**config.mk**
```make
export PLATFORM = sky130hd
export DESIGN_NAME = srwd_top
export DESIGN_NICKNAME = d
export VERILOG_FILES = /design/src/common/srwd_pkg.sv /design/src/verilog/srwd_sync.sv /design/src/verilog/srwd_top.sv
export SDC_FILE = /design/constraint.sdc
export NUM_CORES = 1
export LEC_CHECK = 0
export ABC_AREA = 1
export BUFFER_PORTS_ARGS = -buffer_cell sky130_fd_sc_hd__buf_2
export CAP_MARGIN = 0
export CORE_ASPECT_RATIO = 1.75
export CORE_MARGIN = 2
export CORE_UTILIZATION = 54
export DETAILED_ROUTE_END_ITERATION = 10
export PLACE_DENSITY = 0.69
export SYNTH_ARGS = -nofsm -noshare
export SYNTH_HDL_FRONTEND = slang
export SYNTH_SLANG_ARGS = --single-unit
export TNS_END_PERCENT = 10
```
**constraint.sdc**
```tcl
create_clock -name i_clk -period 62.4 [get_ports i_clk]
set_clock_uncertainty 0.1 [all_clocks]
set_input_delay 9.36 -clock i_clk [delete_from_list [all_inputs] [get_ports i_clk]]
set_output_delay 9.36 -clock i_clk [all_outputs]
set_load 0.02 [all_outputs]
```
**src/common/srwd_pkg.sv**
```systemverilog
// Package with constants and types of the supervisor reset watchdog
package srwd_pkg;

    // Register bus geometry
    localparam int ADDR_W = 12;
    localparam int DATA_W = 32;

    // Register offsets
    localparam logic [11:0] OFS_RST_SET = 12'h000;
    localparam logic [11:0] OFS_WD_SET = 12'h004;
    localparam logic [11:0] OFS_STATUS = 12'h008;

    // Setting widths and reset values
    localparam int SET_W = 16;
    localparam logic [15:0] RST_SET_DEF = 16'h05DC;
    localparam logic [15:0] WD_SET_DEF = 16'h05DC;

    // Status field positions
    localparam int ST_BIT_RESET = 0;
    localparam int ST_BIT_EXT = 1;
    localparam int ST_BIT_FLOAT = 2;
    localparam int ST_BIT_WDOFF = 3;
    localparam int ST_BIT_WDFLAG = 4;

    // Timing
    localparam real CLK_PERIOD_NS = 8.0;
    localparam real UNIT_TIME_US = 2.67;
    localparam int UNIT_CYC = int'($ceil(UNIT_TIME_US * 1000.0 / CLK_PERIOD_NS));
    localparam int PRE_W = 9;
    localparam logic [8:0] UNIT_LAST = 9'(UNIT_CYC - 1);
    localparam int WD_CNT_W = 25;
    localparam logic [24:0] EXT_MULT = 25'h00001F4;
    localparam logic [31:0] PULSE_PCT = 32'h0000005E;
    localparam logic [31:0] PCT_FULL = 32'h00000064;

    typedef enum logic [1:0] {
        ST_HOLD,
        ST_TIMEOUT,
        ST_RUN
    } srwd_fsm_type;

    // Asynchronous pins entering the clock domain
    typedef struct packed {
        logic below;
        logic mode;
        logic kick;
        logic floating;
    } srwd_pins_type;

    localparam srwd_pins_type PINS_RST = '{below: 1'b1, mode: 1'b0, kick: 1'b0, floating: 1'b0};

    typedef struct packed {
        srwd_fsm_type fsm;
        logic [8:0] rst_pre;
        logic [15:0] rst_cnt;
        logic [8:0] wd_pre;
        logic [24:0] wd_cnt;
        logic kick_d;
        logic mode_d;
        logic [15:0] rst_set;
        logic [15:0] wd_set;
        logic wd_flag;
        logic kick_o;
        logic rst_out;
        logic ready;
        logic err;
        logic [31:0] prdata;
    } srwd_state_type;

endpackage

```
**src/verilog/srwd_sync.sv**
```systemverilog
// Two-stage synchroniser for the asynchronous pins
`timescale 1ns/1ps
module srwd_sync (
    input wire logic i_clk,
    input wire logic i_nrst,
    input wire srwd_pkg::srwd_pins_type i_pins,
    output srwd_pkg::srwd_pins_type o_pins
);
    srwd_pkg::srwd_pins_type meta_r;
    srwd_pkg::srwd_pins_type sync_r;

    always_ff @(posedge i_clk or negedge i_nrst) begin
        if (!i_nrst) begin
            meta_r <= srwd_pkg::PINS_RST;
            sync_r <= srwd_pkg::PINS_RST;
        end else begin
            meta_r <= i_pins;
            sync_r <= meta_r;
        end
    end

    assign o_pins = sync_r;
endmodule

```
**src/verilog/srwd_top.sv**
```systemverilog
// Supervisor: reset pulse generator and watchdog timer with APB registers
//
// How it works
// - Mode low normal, high multiplies timeout 500
// - Mode select change clears watchdog count
// - Every kick edge restarts watchdog from zero
// - Watchdog held cleared while reset asserted
// - Extended mode with floating kick disables watchdog
// - Zero watchdog setting disables watchdog expiry, floating extended kick pulses still repeat
// - Undervoltage drives reset low, held while low
// - Voltage recovery keeps reset one timeout more
// - Active-high reset output is the inverse
// - Reset timeout is setting times 2.67 us
// - Watchdog period is setting times 2.67 us
// - Floating extended kick freezes count: 94 percent pulse only if already reached, repeats at zero setting
`timescale 1ns/1ps
module srwd_top (
    input wire logic i_clk,
    input wire logic i_nrst,
    input wire logic i_psel,
    input wire logic i_penable,
    input wire logic i_pwrite,
    input wire logic [11:0] i_paddr,
    input wire logic [31:0] i_pwdata,
    output logic [31:0] o_prdata,
    output logic o_pready,
    output logic o_pslverr,
    input wire logic i_below_threshold,
    input wire logic i_watchdog_mode_select,
    input wire logic i_watchdog_kick_input,
    input wire logic i_kick_floating,
    output logic o_watchdog_kick_out,
    output logic o_watchdog_kick_oe,
    output logic o_reset_n,
    output logic o_reset
);
    srwd_pkg::srwd_state_type st_r;
    srwd_pkg::srwd_state_type st_nxt;
    srwd_pkg::srwd_pins_type pins_raw;
    srwd_pkg::srwd_pins_type pins_s;

    logic kick_edge;
    logic mode_edge;
    logic ext_mode;
    logic float_off;
    logic wd_off;
    logic [24:0] wd_limit;
    logic [24:0] pulse_at;
    logic setup_ph;
    logic access_ok;
    logic hit;
    logic [31:0] rd_mux;
    logic [31:0] status_word;
    logic flag_clr;

    assign pins_raw = '{below: i_below_threshold, mode: i_watchdog_mode_select,
                        kick: i_watchdog_kick_input, floating: i_kick_floating};

    // Pins pass two flip-flops first
    srwd_sync u_sync (
        .i_clk(i_clk),
        .i_nrst(i_nrst),
        .i_pins(pins_raw),
        .o_pins(pins_s)
    );

    always_comb begin
        st_nxt = st_r;
        // Edge detection on synchronised levels
        kick_edge = pins_s.kick ^ st_r.kick_d;
        mode_edge = pins_s.mode ^ st_r.mode_d;
        st_nxt.kick_d = pins_s.kick;
        st_nxt.mode_d = pins_s.mode;
        ext_mode = pins_s.mode;
        wd_limit = ext_mode ? 25'(st_r.wd_set * srwd_pkg::EXT_MULT) : 25'(st_r.wd_set);
        pulse_at = 25'((32'(wd_limit) * srwd_pkg::PULSE_PCT) / srwd_pkg::PCT_FULL);
        float_off = ext_mode && pins_s.floating;
        wd_off = (st_r.wd_set == 16'h0000) || float_off;
        st_nxt.kick_o = 1'b0;

        // Register bus
        setup_ph = i_psel && !i_penable;
        access_ok = i_psel && i_penable && st_r.ready;
        hit = (i_paddr == srwd_pkg::OFS_RST_SET) || (i_paddr == srwd_pkg::OFS_WD_SET) ||
              (i_paddr == srwd_pkg::OFS_STATUS);
        status_word = 32'h00000000;
        status_word[srwd_pkg::ST_BIT_RESET] = st_r.rst_out;
        status_word[srwd_pkg::ST_BIT_EXT] = ext_mode;
        status_word[srwd_pkg::ST_BIT_FLOAT] = pins_s.floating;
        status_word[srwd_pkg::ST_BIT_WDOFF] = wd_off;
        status_word[srwd_pkg::ST_BIT_WDFLAG] = st_r.wd_flag;
        unique case (i_paddr)
            srwd_pkg::OFS_RST_SET: rd_mux = {16'h0000, st_r.rst_set};
            srwd_pkg::OFS_WD_SET: rd_mux = {16'h0000, st_r.wd_set};
            srwd_pkg::OFS_STATUS: rd_mux = status_word;
            default: rd_mux = 32'h00000000;
        endcase
        st_nxt.ready = setup_ph;
        if (setup_ph) begin
            st_nxt.prdata = rd_mux;
            st_nxt.err = !hit;
        end
        flag_clr = 1'b0;
        if (access_ok && i_pwrite && !st_r.err) begin
            if (i_paddr == srwd_pkg::OFS_RST_SET) begin
                st_nxt.rst_set = i_pwdata[15:0];
            end
            if (i_paddr == srwd_pkg::OFS_WD_SET) begin
                st_nxt.wd_set = i_pwdata[15:0];
            end
            if (i_paddr == srwd_pkg::OFS_STATUS) begin
                flag_clr = i_pwdata[srwd_pkg::ST_BIT_WDFLAG];
            end
        end
        if (flag_clr) begin
            st_nxt.wd_flag = 1'b0;
        end

        // Reset and watchdog sequencing
        unique case (st_r.fsm)
            srwd_pkg::ST_HOLD: begin
                st_nxt.rst_pre = 9'h000;
                st_nxt.rst_cnt = 16'h0000;
                st_nxt.fsm = srwd_pkg::ST_TIMEOUT;
            end
            srwd_pkg::ST_TIMEOUT: begin
                if (st_r.rst_set == 16'h0000) begin
                    st_nxt.fsm = srwd_pkg::ST_RUN;
                end else if (st_r.rst_pre == srwd_pkg::UNIT_LAST) begin
                    st_nxt.rst_pre = 9'h000;
                    st_nxt.rst_cnt = st_r.rst_cnt + 16'h0001;
                    if (st_r.rst_cnt + 16'h0001 >= st_r.rst_set) begin
                        st_nxt.fsm = srwd_pkg::ST_RUN;
                    end
                end else begin
                    st_nxt.rst_pre = st_r.rst_pre + 9'h001;
                end
            end
            srwd_pkg::ST_RUN: begin
                if (kick_edge || mode_edge) begin
                    st_nxt.wd_pre = 9'h000;
                    st_nxt.wd_cnt = 25'h0000000;
                end else if (st_r.wd_pre == srwd_pkg::UNIT_LAST) begin
                    st_nxt.wd_pre = 9'h000;
                    if (float_off && (st_r.wd_cnt + 25'h0000001 >= pulse_at)) begin
                        st_nxt.kick_o = 1'b1;
                        st_nxt.wd_cnt = 25'h0000000;
                    end else if (!wd_off && (st_r.wd_cnt + 25'h0000001 >= wd_limit)) begin
                        st_nxt.fsm = srwd_pkg::ST_TIMEOUT;
                        st_nxt.rst_pre = 9'h000;
                        st_nxt.rst_cnt = 16'h0000;
                        st_nxt.wd_flag = 1'b1;
                    end else if (!wd_off) begin
                        st_nxt.wd_cnt = st_r.wd_cnt + 25'h0000001;
                    end
                end else begin
                    st_nxt.wd_pre = st_r.wd_pre + 9'h001;
                end
            end
        endcase
        if (pins_s.below) begin
            st_nxt.fsm = srwd_pkg::ST_HOLD;
        end
        if (st_nxt.fsm != srwd_pkg::ST_RUN) begin
            st_nxt.wd_pre = 9'h000;
            st_nxt.wd_cnt = 25'h0000000;
            st_nxt.kick_o = 1'b0;
        end
        st_nxt.rst_out = (st_nxt.fsm != srwd_pkg::ST_RUN);
    end

    always_ff @(posedge i_clk or negedge i_nrst) begin
        if (!i_nrst) begin
            st_r <= '0;
            st_r.fsm <= srwd_pkg::ST_HOLD;
            st_r.rst_set <= srwd_pkg::RST_SET_DEF;
            st_r.wd_set <= srwd_pkg::WD_SET_DEF;
            st_r.rst_out <= 1'b1;
        end else begin
            st_r <= st_nxt;
        end
    end

    assign o_prdata = st_r.prdata;
    assign o_pready = st_r.ready;
    assign o_pslverr = st_r.ready && st_r.err;
    assign o_reset_n = !st_r.rst_out;
    assign o_reset = st_r.rst_out;
    assign o_watchdog_kick_out = st_r.kick_o;
    assign o_watchdog_kick_oe = float_off;

    // Helper counting cycles spent in the reset timeout
    logic [31:0] tmo_cyc_r;
    always_ff @(posedge i_clk or negedge i_nrst) begin
        if (!i_nrst) begin
            tmo_cyc_r <= 32'h00000000;
        end else if (st_r.fsm == srwd_pkg::ST_TIMEOUT) begin
            tmo_cyc_r <= tmo_cyc_r + 32'h00000001;
        end else begin
            tmo_cyc_r <= 32'h00000000;
        end
    end

    // Helper counting watchdog cycles since last clear
    logic [31:0] wd_cyc_r;
    always_ff @(posedge i_clk or negedge i_nrst) begin
        if (!i_nrst) begin
            wd_cyc_r <= 32'h00000000;
        end else if (st_nxt.wd_cnt == 25'h0000000 && st_nxt.wd_pre == 9'h000) begin
            wd_cyc_r <= 32'h00000000;
        end else begin
            wd_cyc_r <= wd_cyc_r + 32'h00000001;
        end
    end
endmodule

```
==> results list, run 1 <==
* Status: finished, final reports clean
- Total negative slack: 0 ps
- Setup violations remaining at the end of the flow were counted as 0.
- Final Max Tran Viols: 0
- Largest fanout of any net on the critical path: 25
* Routed len/inst: approximately 14 um
* Die Height: around 250 um
- STA classifies the critical path startpoint as a flop.
- In the synthesized netlist the dominant register cell turns out to be sky130_fd_sc_hd__dfrtp_1.
* Synthesis-to-finish area growth: 6.32%
- Clock-pin slew was measured on the worst setup and hold paths at about 60 ps.
- Measured slew at the worst slew-check pin: roughly 960 ps
- Placer congestion estimate: about 0.9
- Setup repair after global routing missed its margin: no
- Dividing the final minimum period by the clock period gives 0.414.
* Number of DRC markers in iteration 0: around 640
* Element type at the critical path end: flop
- Inserted Clock Buffers: 17
- CP top delay family: simple AND/OR/NAND/NOR gates
- Across every metal layer, demand over resource in global routing totals 0.259.
- Detailed-route wire length: 46.7 mm
- For this run, the detailed router's first-pass iteration total came to 6.
* Avg Cell Area, Syn: between 7 and 8 sq um
* Final Cell Area: around 20000 sq um
- TritonCTS clock tree: built
- Finished Layout Cells: around 3200
- The cell count after synthesis came out at around 2700.
- Area of the core: ~35000 sq um
- Timing analysis after detailed placement gives a worst setup slack of roughly 37000 ps.
* Worst IR drop on VDD: 0.0797 mV
- DRC violations left: 0
- The via count of the first global-routing pass is 17600.
- Final hold vios: 0
- Critical path's largest stage delay: 620 ps
- The worst setup path is of the reg2reg kind.
- Insertion delay of the later-clocked pin in the worst-skew pair: roughly 430 ps
- Hold repair after CTS inserted 0 buffers.
- After synthesis, the share of flip-flops with an asynchronous set or reset is 1.00.
* Post-cts gate resize count: 0
* Final layout net count: 3123
- Number of antenna violations at the first check in global routing: 0
* Die area: 36900 sq um
* Clk Tree Root Cell: sky130_fd_sc_hd__clkbuf_16
- For this configuration, the core starts out at a cell density of 0.545.
* Count of unique library cells instantiated by Yosys: 67
- The min-delay analysis places its worst path in the category reg2reg.
- Placed Instances: 3200
- Part of the Yosys area used for sequential elements: 0.164
- Number of enable-type register cells in the synthesized netlist: 0
- Max cap viols: 0
- The analysis attributes to cell leakage a power of around 11 nW.
- Among all stages on the critical path, the largest delay is contributed by sky130_fd_sc_hd__dfstp_2.
* H-tree Lvls: 4
* Synthesized flop and latch total: approximately 120
- Fraction of final layout cells sized beyond drive strength 1: 0.132
* Vias post-DR: about 17000
* CTS Buffer Depth: 2
* Count of input and output buffers: between 50 and 60
- Entering global routing, the biggest net connects 77 pins.
- Normalized max-slew margin: 0.356
* Count of yosys warnings during synthesis: 0
- After global routing the overflow that remains totals 0.
- The clock net in this run drives a total of between 100 and 150 sinks.
- In this run the power density over the cells is about 29 nW/um^2.
* Most frequent cell on the critical path: sky130_fd_sc_hd__nand2_1
* Buffers and inverters on the worst path: 21
- Once detail routing completed, the nets flagged for antenna violations numbered 0.
- Worst endpoint required time: approximately 63000 ps
- The floorplan has 91 rows.
- Maximum clock rate: 0.0387 GHz
- After detailed placement, the total cell area comes to a little under 20000 sq um.
* Endpoint arrival time on the critical path: approximately 26000 ps
- For this design the top-level I/O count stands at 91.
* Wire length of the first global-routing pass: 78.7 mm
- Dividing the detail-routed via count by the number of cells gives between 5 and 6.
- The design draws 587 uW.
- Number of setup buffers added after CTS: 0
- The die is ~150 um wide.
- Tmin final: about 26000 ps
- Cell area after synthesis: 19100 sq um
* Antenna fix cells: 0
* Post-DP HPWL: about 40 mm
- Across all setup checks in the final design, the least slack found is about 37000 ps.
synthesized netlist by cell type (6+ instances only):
cell / number / area share
sky130_fd_sc_hd__xnor2_1: 23 / 0.011
sky130_fd_sc_hd__clkbuf_1: 25 / 0.0049
sky130_fd_sc_hd__nand4_1: 64 / 0.021
sky130_fd_sc_hd__dfstp_2: 17 / 0.023
sky130_fd_sc_hd__nand2_1: 605 / 0.12
sky130_fd_sc_hd__nand3b_1: 7 / 0.0028
sky130_fd_sc_hd__fa_1: 120 / 0.13
sky130_fd_sc_hd__nand2_2: 97 / 0.032
sky130_fd_sc_hd__a22o_1: 13 / 0.0060
sky130_fd_sc_hd__nand3_2: 20 / 0.010
sky130_fd_sc_hd__nand2_4: 28 / 0.017
sky130_fd_sc_hd__nor3b_1: 6 / 0.0024
sky130_fd_sc_hd__xor2_1: 57 / 0.026
sky130_fd_sc_hd__inv_1: 527 / 0.10
sky130_fd_sc_hd__dfrtp_1: 107 / 0.14
sky130_fd_sc_hd__inv_2: 39 / 0.0077
sky130_fd_sc_hd__ha_1: 196 / 0.13
sky130_fd_sc_hd__o21ai_1: 18 / 0.0047
sky130_fd_sc_hd__o21ai_0: 98 / 0.026
sky130_fd_sc_hd__nand4_2: 10 / 0.0066
sky130_fd_sc_hd__nor2_4: 12 / 0.0071
sky130_fd_sc_hd__nand3_1: 168 / 0.044
sky130_fd_sc_hd__a21oi_1: 78 / 0.020
sky130_fd_sc_hd__nor2_1: 175 / 0.034
sky130_fd_sc_hd__nor4_1: 16 / 0.0052
sky130_fd_sc_hd__nor3_1: 26 / 0.0068
sky130_fd_sc_hd__nor2_2: 17 / 0.0056
sky130_fd_sc_hd__o22ai_1: 27 / 0.0088
sky130_fd_sc_hd__buf_4: 32 / 0.013
layout make-up:
class	instances	area (sq um)
fill	3397	14800
timing repair buffer	66	353
sequential	124	3120
inverter	572	2150
multi-input combinational	1973	13500
tap	465	582
clock inverter	14	136
clock buffer	18	429
cell families (layout without fill, tap and decap cells):
logic type               Yosys count  after routing  share of synthesized area
AO/OA/AOI/OAI                    290            290                     0.0901
adder cells (fa/ha/maj)          316            316                      0.254
other                              1             16                   0.000196
AND/OR/NAND/NOR                 1270           1270                      0.324
XOR/XNOR                          81             81                     0.0375
flip-flops                       124            124                      0.164
buffers and inverters            633            670                      0.131
worst paths after layout:
path	start	endpoint	slack [ps]	cells after the start
min	u_sync.meta_r[1]	u_sync.o_pins[1]	250	0
min reg2reg	u_sync.meta_r[1]	u_sync.o_pins[1]	250	0
max reg2reg	st_r[39]	st_r[74]	36560	191
max in group asynchronous	i_nrst	u_sync.o_pins[1]	51890	2
min in group asynchronous	i_nrst	st_r[125]	8870	1
max	st_r[39]	st_r[74]	36560	191
registers in the layout, summed over array words and instances, names as in the netlist:
name                 cells
o_pready                 1
o_reset                  1
o_watchdog_kick_out      1
st_r                    97
u_sync.meta_r            4
u_sync.o_pins            4
o_prdata                16
per-stage QoR:
step	hold slack, ps	utilization
6_report	252	0.579
4_1_cts	258	0.579
3_3_place_gp	232	0.563
2_1_floorplan	231	-
5_1_grt	261	0.579
3_5_place_dp	244	0.563
report_power, final:
group / switching (mW) / total, mW / internal [mW]
Combinational: 0.274 / 0.411 / 0.137
Sequential: 0.000681 / 0.0821 / 0.0815
Clock: 0.0391 / 0.0945 / 0.0553
per-layer routing:
metal  routed length [um]  GRT usage
met5                    0          0
met4                 2800      0.151
met3                  815     0.0204
met2                26100      0.530
met1                17000      0.247
placed cells by master, fill, tap and decap left out, drive strengths merged, types with 58 or more instances in the layout:
cell / Yosys / final
nor2: 204 / 204
fa: 120 / 120
a21oi: 82 / 82
inv: 566 / 571
dfrtp: 107 / 107
nand4: 76 / 76
xor2: 58 / 58
nand2: 730 / 730
buf: 36 / 66
nand3: 191 / 191
ha: 196 / 196
o21ai: 120 / 120
No activity file was read; power rests on OpenSTA's default activity.
==> inputs of run 2 (changes only) <==
clock period = 24.8 ns   (was 62.4 ns; I/O delays follow)
==> results list, run 2 (synthesized netlist as in run 1, its figures left out) <==
* Hold wc startpoint: u_sync.meta_r[3]
- Vias in the first global route: 17500 (-0.24%)
- The worst setup path is captured at a flop.
- The detail-routed net length per standard cell came to 14.9 um (+3.1%).
* Met2 WL post-DR: 28.0 mm (+7.4%)
- Setup slack, reg-to-reg: 1380 ps (-35180 ps)
- Endpoint arrival time on the critical path: 23650 ps (-2440 ps)
- The sequential standard cell area came to 3120 sq um (unchanged).
- In the layout the commonest cells are sky130_fd_sc_hd__nand2_1 (556), sky130_fd_sc_hd__inv_1 (516), sky130_fd_sc_hd__ha_1 (192).
- The static leakage was 12.0 nW (+6.0%).
- The layout filler cell count was 3204 (-5.7%).
- The final critical-path required period came to 23420 ps (-2420 ps).
- In this run the critical register-to-register path is captured at st_r[71].
* Wire length of the first global-routing pass: 78.3 mm (-0.51%)
- The flip-flop count of the largest register after layout is 97 (unchanged).
* DRC violations left: 0 (unchanged)
- Pwr/cell area: 75.1 nW/um^2 (+160%)
- Number of antenna violations at the first check in global routing: 0 (unchanged)
- The worst-case clock buffer depth is 2 (unchanged).
- The count of buffering cells on the critical path with inverters included was 18 (-14%).
* Antenna Nets Post-Route: 0 (unchanged)
- Final Max Tran Viols: 0 (unchanged)
- Worst Path Class, Setup: reg2reg
* Final layout net count: 3200 (+2.5%)
* Clk Tree Root Cell: sky130_fd_sc_hd__clkbuf_16
* Worst endpoint required time: 25030 ps (-37620 ps)
- The number of clock buffers inserted by TritonCTS is 17 (unchanged).
* Status: finished, final reports clean
- Cell depth of the worst flop-to-flop path: 185 (-3.1%)
* Final hold vios: 0 (unchanged)
- Highest layer used for signal routing: met4
- DR vias/cell: 5.34 (+0.73%)
- The combined area of the multi-input logic cells is 14600 sq um (+7.6%).
* Met1 Routed Length: 17.4 mm (+2.5%)
- Insertion delay of the later-clocked pin in the worst-skew pair: 430 ps (about the same)
- STA classifies the critical path startpoint as a flop.
- The routed wire length was 49.3 mm (+5.5%).
* Die area: 36900 sq um (unchanged)
- Max cap viols: 0 (unchanged)
- The count of clock tree sinks was 124 (unchanged).
* Die span in x: 146 um (unchanged)
- The count of routing violations after the opening detailed-route iteration is 623 (-2.2%).
* Most frequent cell on the critical path: sky130_fd_sc_hd__nand2_1
- CP top delay family: simple AND/OR/NAND/NOR gates
* Pin count of the biggest net entering global routing: 66 (-14%)
- The stage delay of the slowest cell on the critical path is 570 ps (-50 ps).
- The I/O pin total was 91 (unchanged).
- Residual overflow from global routing: 0 (unchanged)
- The first-pass iteration count of the detailed router was 5 (-1).
- Largest fanout of any net on the critical path: 8 (-68%)
- Cell with the largest stage delay on the worst path: sky130_fd_sc_hd__dfstp_2
- The achievable frequency was 0.0427 GHz (+10%).
- Initial Utilization: 0.545 (unchanged)
- The peak ir drop on the vdd network is 0.233 mV (+190%).
* Count of input and output buffers: 58 (unchanged)
- H-tree Lvls: 4 (unchanged)
- TritonCTS clock tree: built
* CTS Hold Bufs: 0 (unchanged)
* RR Startpoint: st_r[40]
- More flip-flops sit in one register than any other, and that register is st_r.
* Clock Pin Slew Worst Setup and Hold Paths: 60 ps (about the same)
- Min-Delay Path Class: reg2reg
- The row count came to 91 (unchanged).
* Setup repair after global routing missed its margin: yes
- The library cell used most frequently in the layout, excluding fill and tap cells, is sky130_fd_sc_hd__nand2_1.
- The floorplan core area came to 35100 sq um (unchanged).
- Die Height: 253 um (unchanged)
- The via count of the routed design came to 17700 (+3.1%).
* Worst hold slack after final layout: 256 ps (+4.40 ps)
* Measured slew at the worst slew-check pin: 960 ps (+4.24 ps)
- Final setup violation count: 0 (unchanged)
- From synthesis to final layout, the design area changed by 15.3%.
- The fraction of layout instances using a drive strength above 1 was 0.201 (+0.0693).
* Period utilization: 0.944 (+0.530)
- The number of diodes is 0 (unchanged).
* Number of stages on the worst hold path: 0 (unchanged)
* Placer congestion estimate: 0.923 (+1.3%)
- The met3 wire length is 1.04 mm (+27%).
- End point of the most critical hold path: u_sync.o_pins[3]
* Fin util: 0.628 (+0.0488)
* Normalized max-slew margin: 0.353 (-0.00286)
- Post-DP HPWL: 39.9 mm (-0.11%)
- Total global-route track usage: 0.258 (-0.00127)
run 2: changes by cell type in the layout (fill, tap and decap cells not counted), sizes merged:
cell      change
buf          +77
bufinv        +3
clkbuf        -1
clkinv        +2
clkinvlp      -1
inv           -4
run 2: repair_timing:
item | CTS | global route
buffers inserted | 0 | 71
endpoints found under the setup margin | 0 | 26
gates resized for setup | 0 | 249
run 2: layout make-up:
cell class / instances / share of cell area
Multi-Input combinational cell: 1973 / 0.661
Sequential cell: 124 / 0.142
Inverter: 572 / 0.0983
Timing Repair Buffer: 143 / 0.0439
Tap cell: 465 / 0.0264
Clock buffer: 17 / 0.0193
Clock inverter: 14 / 0.00886
run 2: stage by stage:
stage | power, mW | std cells | worst slack [ps] | setup TNS [ps] | cell area, sq um
after floorplan | 1.03 | 2730 | 3720 | 0 | 19200
after global placement | 1.20 | 3205 | 684 | 0 | 19800
after detailed placement | 1.22 | 3205 | 115 | 0 | 19800
after global routing | 1.81 | 3308 | -439 | -9990 | 22000
final | 1.65 | 3308 | 1380 | 0 | 22000
after CTS | 1.50 | 3236 | 48.3 | 0 | 20400
run 2: worst max path at each step:
stage | depth (start not counted) | endpoint | slack, ps | startpoint
global placement | 187 | st_r[90] | 680 | st_r[39]
floorplan | 190 | st_r[71] | 3720 | st_r[39]
global route | 196 | st_r[85] | -440 | st_r[40]
CTS | 187 | st_r[90] | 50 | st_r[39]
detailed placement | 189 | st_r[90] | 110 | st_r[39]
finish | 185 | st_r[71] | 1380 | st_r[40]
run 2: where the power goes:
part	switching [mW]	internal, mW	leakage, nW
logic	0.759	0.426	10.1
clock network	0.0947	0.167	0.291
registers	0.00185	0.205	1.64
run 2: routing by layer:
metal / global-route usage / vias up
met4: 0.138 / 0
met5: 0 / -
met3: 0.0211 / 156
met1: 0.247 / 8372
li1: - / 8795
met2: 0.533 / 333
==> inputs of run 3 (changes only) <==
CORE_MARGIN = not set   (was 2)
==> results list, run 3 (synthesized netlist as in run 1, its figures left out) <==
- Status: finished, final reports clean
* Number of DRC markers in iteration 0: 627 (+0.64%)
- Post-DP HPWL: 40.2 mm (+0.82%)
- The via count of the routed design came to 17700 (+0.12%).
- The number of diodes is 0 (unchanged).
* Number of sinks driven by the clock tree: 124 (unchanged)
* CTS Buffer Depth: 2 (unchanged)
- The layout filler cell count was 3110 (-2.9%).
- The die height came to 251 um (-0.79%).
* Number of stages on the worst hold path: 0 (unchanged)
- The stage delay of the slowest cell on the critical path is 570 ps (about the same).
* Fraction of final layout cells sized beyond drive strength 1: 0.208 (+0.00668)
* Element type at the critical path end: flop
* Final hold vios: 0 (unchanged)
- The final estimated routing congestion in global placement is 0.929 (+0.63%).
- Residual overflow from global routing: 0 (unchanged)
* Inserted Clock Buffers: 17 (unchanged)
* Hold wc startpoint: u_sync.meta_r[0]
- The post-place instance area came to 19800 sq um (about the same).
* Total global-route track usage: 0.275 (+0.0170)
- Count of input and output buffers: 58 (unchanged)
- The number of buffers inserted by hold repair at cts was 0 (unchanged).
- Maximum clock rate: 0.0427 GHz (-0.11%)
- The final worst hold slack came to 249 ps (-6.95 ps).
- Max FFs per register: 97 (unchanged)
* Vias in the first global route: 17600 (+0.49%)
- Number of ports placed on the die boundary: 91 (unchanged)
- The sequential standard cell area is 3120 sq um (unchanged).
- The root buffer cell chosen for the clock tree is sky130_fd_sc_hd__clkbuf_16.
- Top library cells by usage in the layout, fill and taps aside: sky130_fd_sc_hd__nand2_1 (542), sky130_fd_sc_hd__inv_1 (515), sky130_fd_sc_hd__ha_1 (192)
- The highest fanout seen on the critical path came to 8 (unchanged).
- Insertion delay of the later-clocked pin in the worst-skew pair: 430 ps (about the same)
* Normalized max-slew margin: 0.342 (-0.0115)
- Die area: 36200 sq um (-2.1%)
- TritonCTS built the clock tree.
- Min-Delay Path Class: reg2reg
- Routed len/inst: 15.0 um (+0.48%)
- The combined area of the multi-input logic cells was 14600 sq um (+0.49%).
- Setup slack, reg-to-reg: 1350 ps (-30 ps)
- H-tree Lvls: 4 (unchanged)
- The clock transition at the registers of the reported paths is 60 ps (about the same).
- The transition time of the tightest slew-check pin came to 978 ps (+18.4 ps).
- Final layout net count: 3199 (-0.031%)
- The first-pass iteration count of the detailed router is 5 (unchanged).
* Worst endpoint required time: 25060 ps (+30 ps)
* Area of the core: 34700 sq um (-1.1%)
- The static leakage is 12.1 nW (+0.68%).
- The power density over the cells came to 74.9 nW/um^2 (-0.28%).
* Initial Utilization: 0.551 (+0.00605)
- Cell with the largest stage delay on the worst path: sky130_fd_sc_hd__dfstp_2
- The final setup violation count was 0 (unchanged).
- The max-slew violation count is 0 (unchanged).
- Number of antenna violations at the first check in global routing: 0 (unchanged)
- Row cnt: 90 (-1.1%)
* Die span in x: 144 um (-1.4%)
- Tmin final: 23450 ps (+26.3 ps)
- Reg2Reg Capture Point: st_r[91]
- More flip-flops sit in one register than any other, and that register is st_r.
- Antenna Nets Post-Route: 0 (unchanged)
- RR Startpoint: st_r[39]
- STA classifies the critical path startpoint as a flop.
- In this design, the critical path's most frequently occurring cell is sky130_fd_sc_hd__nand2_1.
- The post-route cell area is 22100 sq um (+0.18%).
- Cell depth of the worst flop-to-flop path: 188 (+1.6%)
- The remaining routing DRC violations came to 0 (unchanged).
* End point of the most critical hold path: u_sync.o_pins[0]
- The critical path is of the reg2reg type.
* Endpoint arrival time on the critical path: 23700 ps (+50 ps)
- Period utilization: 0.945 (+0.00106)
- The wire length of the first global-routing pass came to 79.3 mm (+1.4%).
- The library cell used most frequently in the layout, excluding fill and tap cells, is sky130_fd_sc_hd__nand2_1.
* Pin count of the biggest net entering global routing: 65 (-1.5%)
* Max cap viols: 0 (unchanged)
- The peak ir drop on the vdd network came to 0.224 mV (-3.8%).
- The routed wire length was 49.5 mm (+0.32%).
* DR vias/cell: 5.35 (+0.27%)
- Synthesis-to-finish area growth: 15.5%
run 3: cell count changes in the layout (fill, tap and decap cells not counted), sizes merged:
cell,previous run,this run
clkinv,10,13
clkinvlp,5,2
buf,143,142
inv,567,568
clkbuf,17,19
bufinv,4,2
run 3: layer usage:
layer | track usage | vias up | wire [um] | part of all wire
met1 | 0.269 | 8425 | 17400 | 0.35
met2 | 0.550 | 347 | 28600 | 0.58
li1 | - | 8783 | - | -
met5 | 0 | - | 0 | 0
met3 | 0.0223 | 122 | 986 | 0.020
met4 | 0.146 | 0 | 2480 | 0.050
run 3: stage by stage:
stage	setup slack (ps)	TNS [ps]	total power [mW]	util	std cells
2_1_floorplan	3720	0	1.03	-	2730
3_3_place_gp	829	0	1.20	0.570	3202
3_5_place_dp	193	0	1.24	0.570	3202
4_1_cts	155	0	1.49	0.588	3234
5_1_grt	-372	-8270	1.80	0.636	3303
6_report	1350	0	1.65	0.636	3303
run 3: worst max-delay path by stage:
stage,startpoint,endpoint,slack (ps),cells after the start
after floorplan,st_r[39],st_r[71],3720,190
after global placement,st_r[39],st_r[75],830,182
after detailed placement,st_r[39],st_r[91],190,182
after CTS,st_r[39],st_r[91],160,181
after global routing,st_r[39],st_r[75],-370,191
final,st_r[39],st_r[91],1350,188
run 3: area by class of cell:
type	count	area share
multi-input cells	1973	0.663
flip-flops and latches	124	0.142
inverters	572	0.0982
repair buffers	142	0.0437
well taps	460	0.0261
clock buffers	19	0.0205
clock inverters	13	0.00647
run 3: what timing repair did:
item                                    in CTS  in global routing
endpoints found under the hold margin        0                  0
endpoints found under the setup margin       0                 26
buffers inserted                             0                 68
gates resized for setup                      0                275
run 3: worst max-delay path, delay by kind of cell, from the launching register on:
kind	cells	cell delay, ps
adders and majority gates	10	4240
xor gates and xnor gates	1	210
DFF	1	570
AOI/OAI and AO/OA	19	2840
and+or+nand+nor	137	13640
buffers and inverters	21	1640
run 3: power by group:
group	leakage [nW]	internal [mW]	switching, mW
Sequential	1.64	0.205	0.00181
Clock	0.289	0.153	0.0953
Combinational	10.1	0.415	0.782
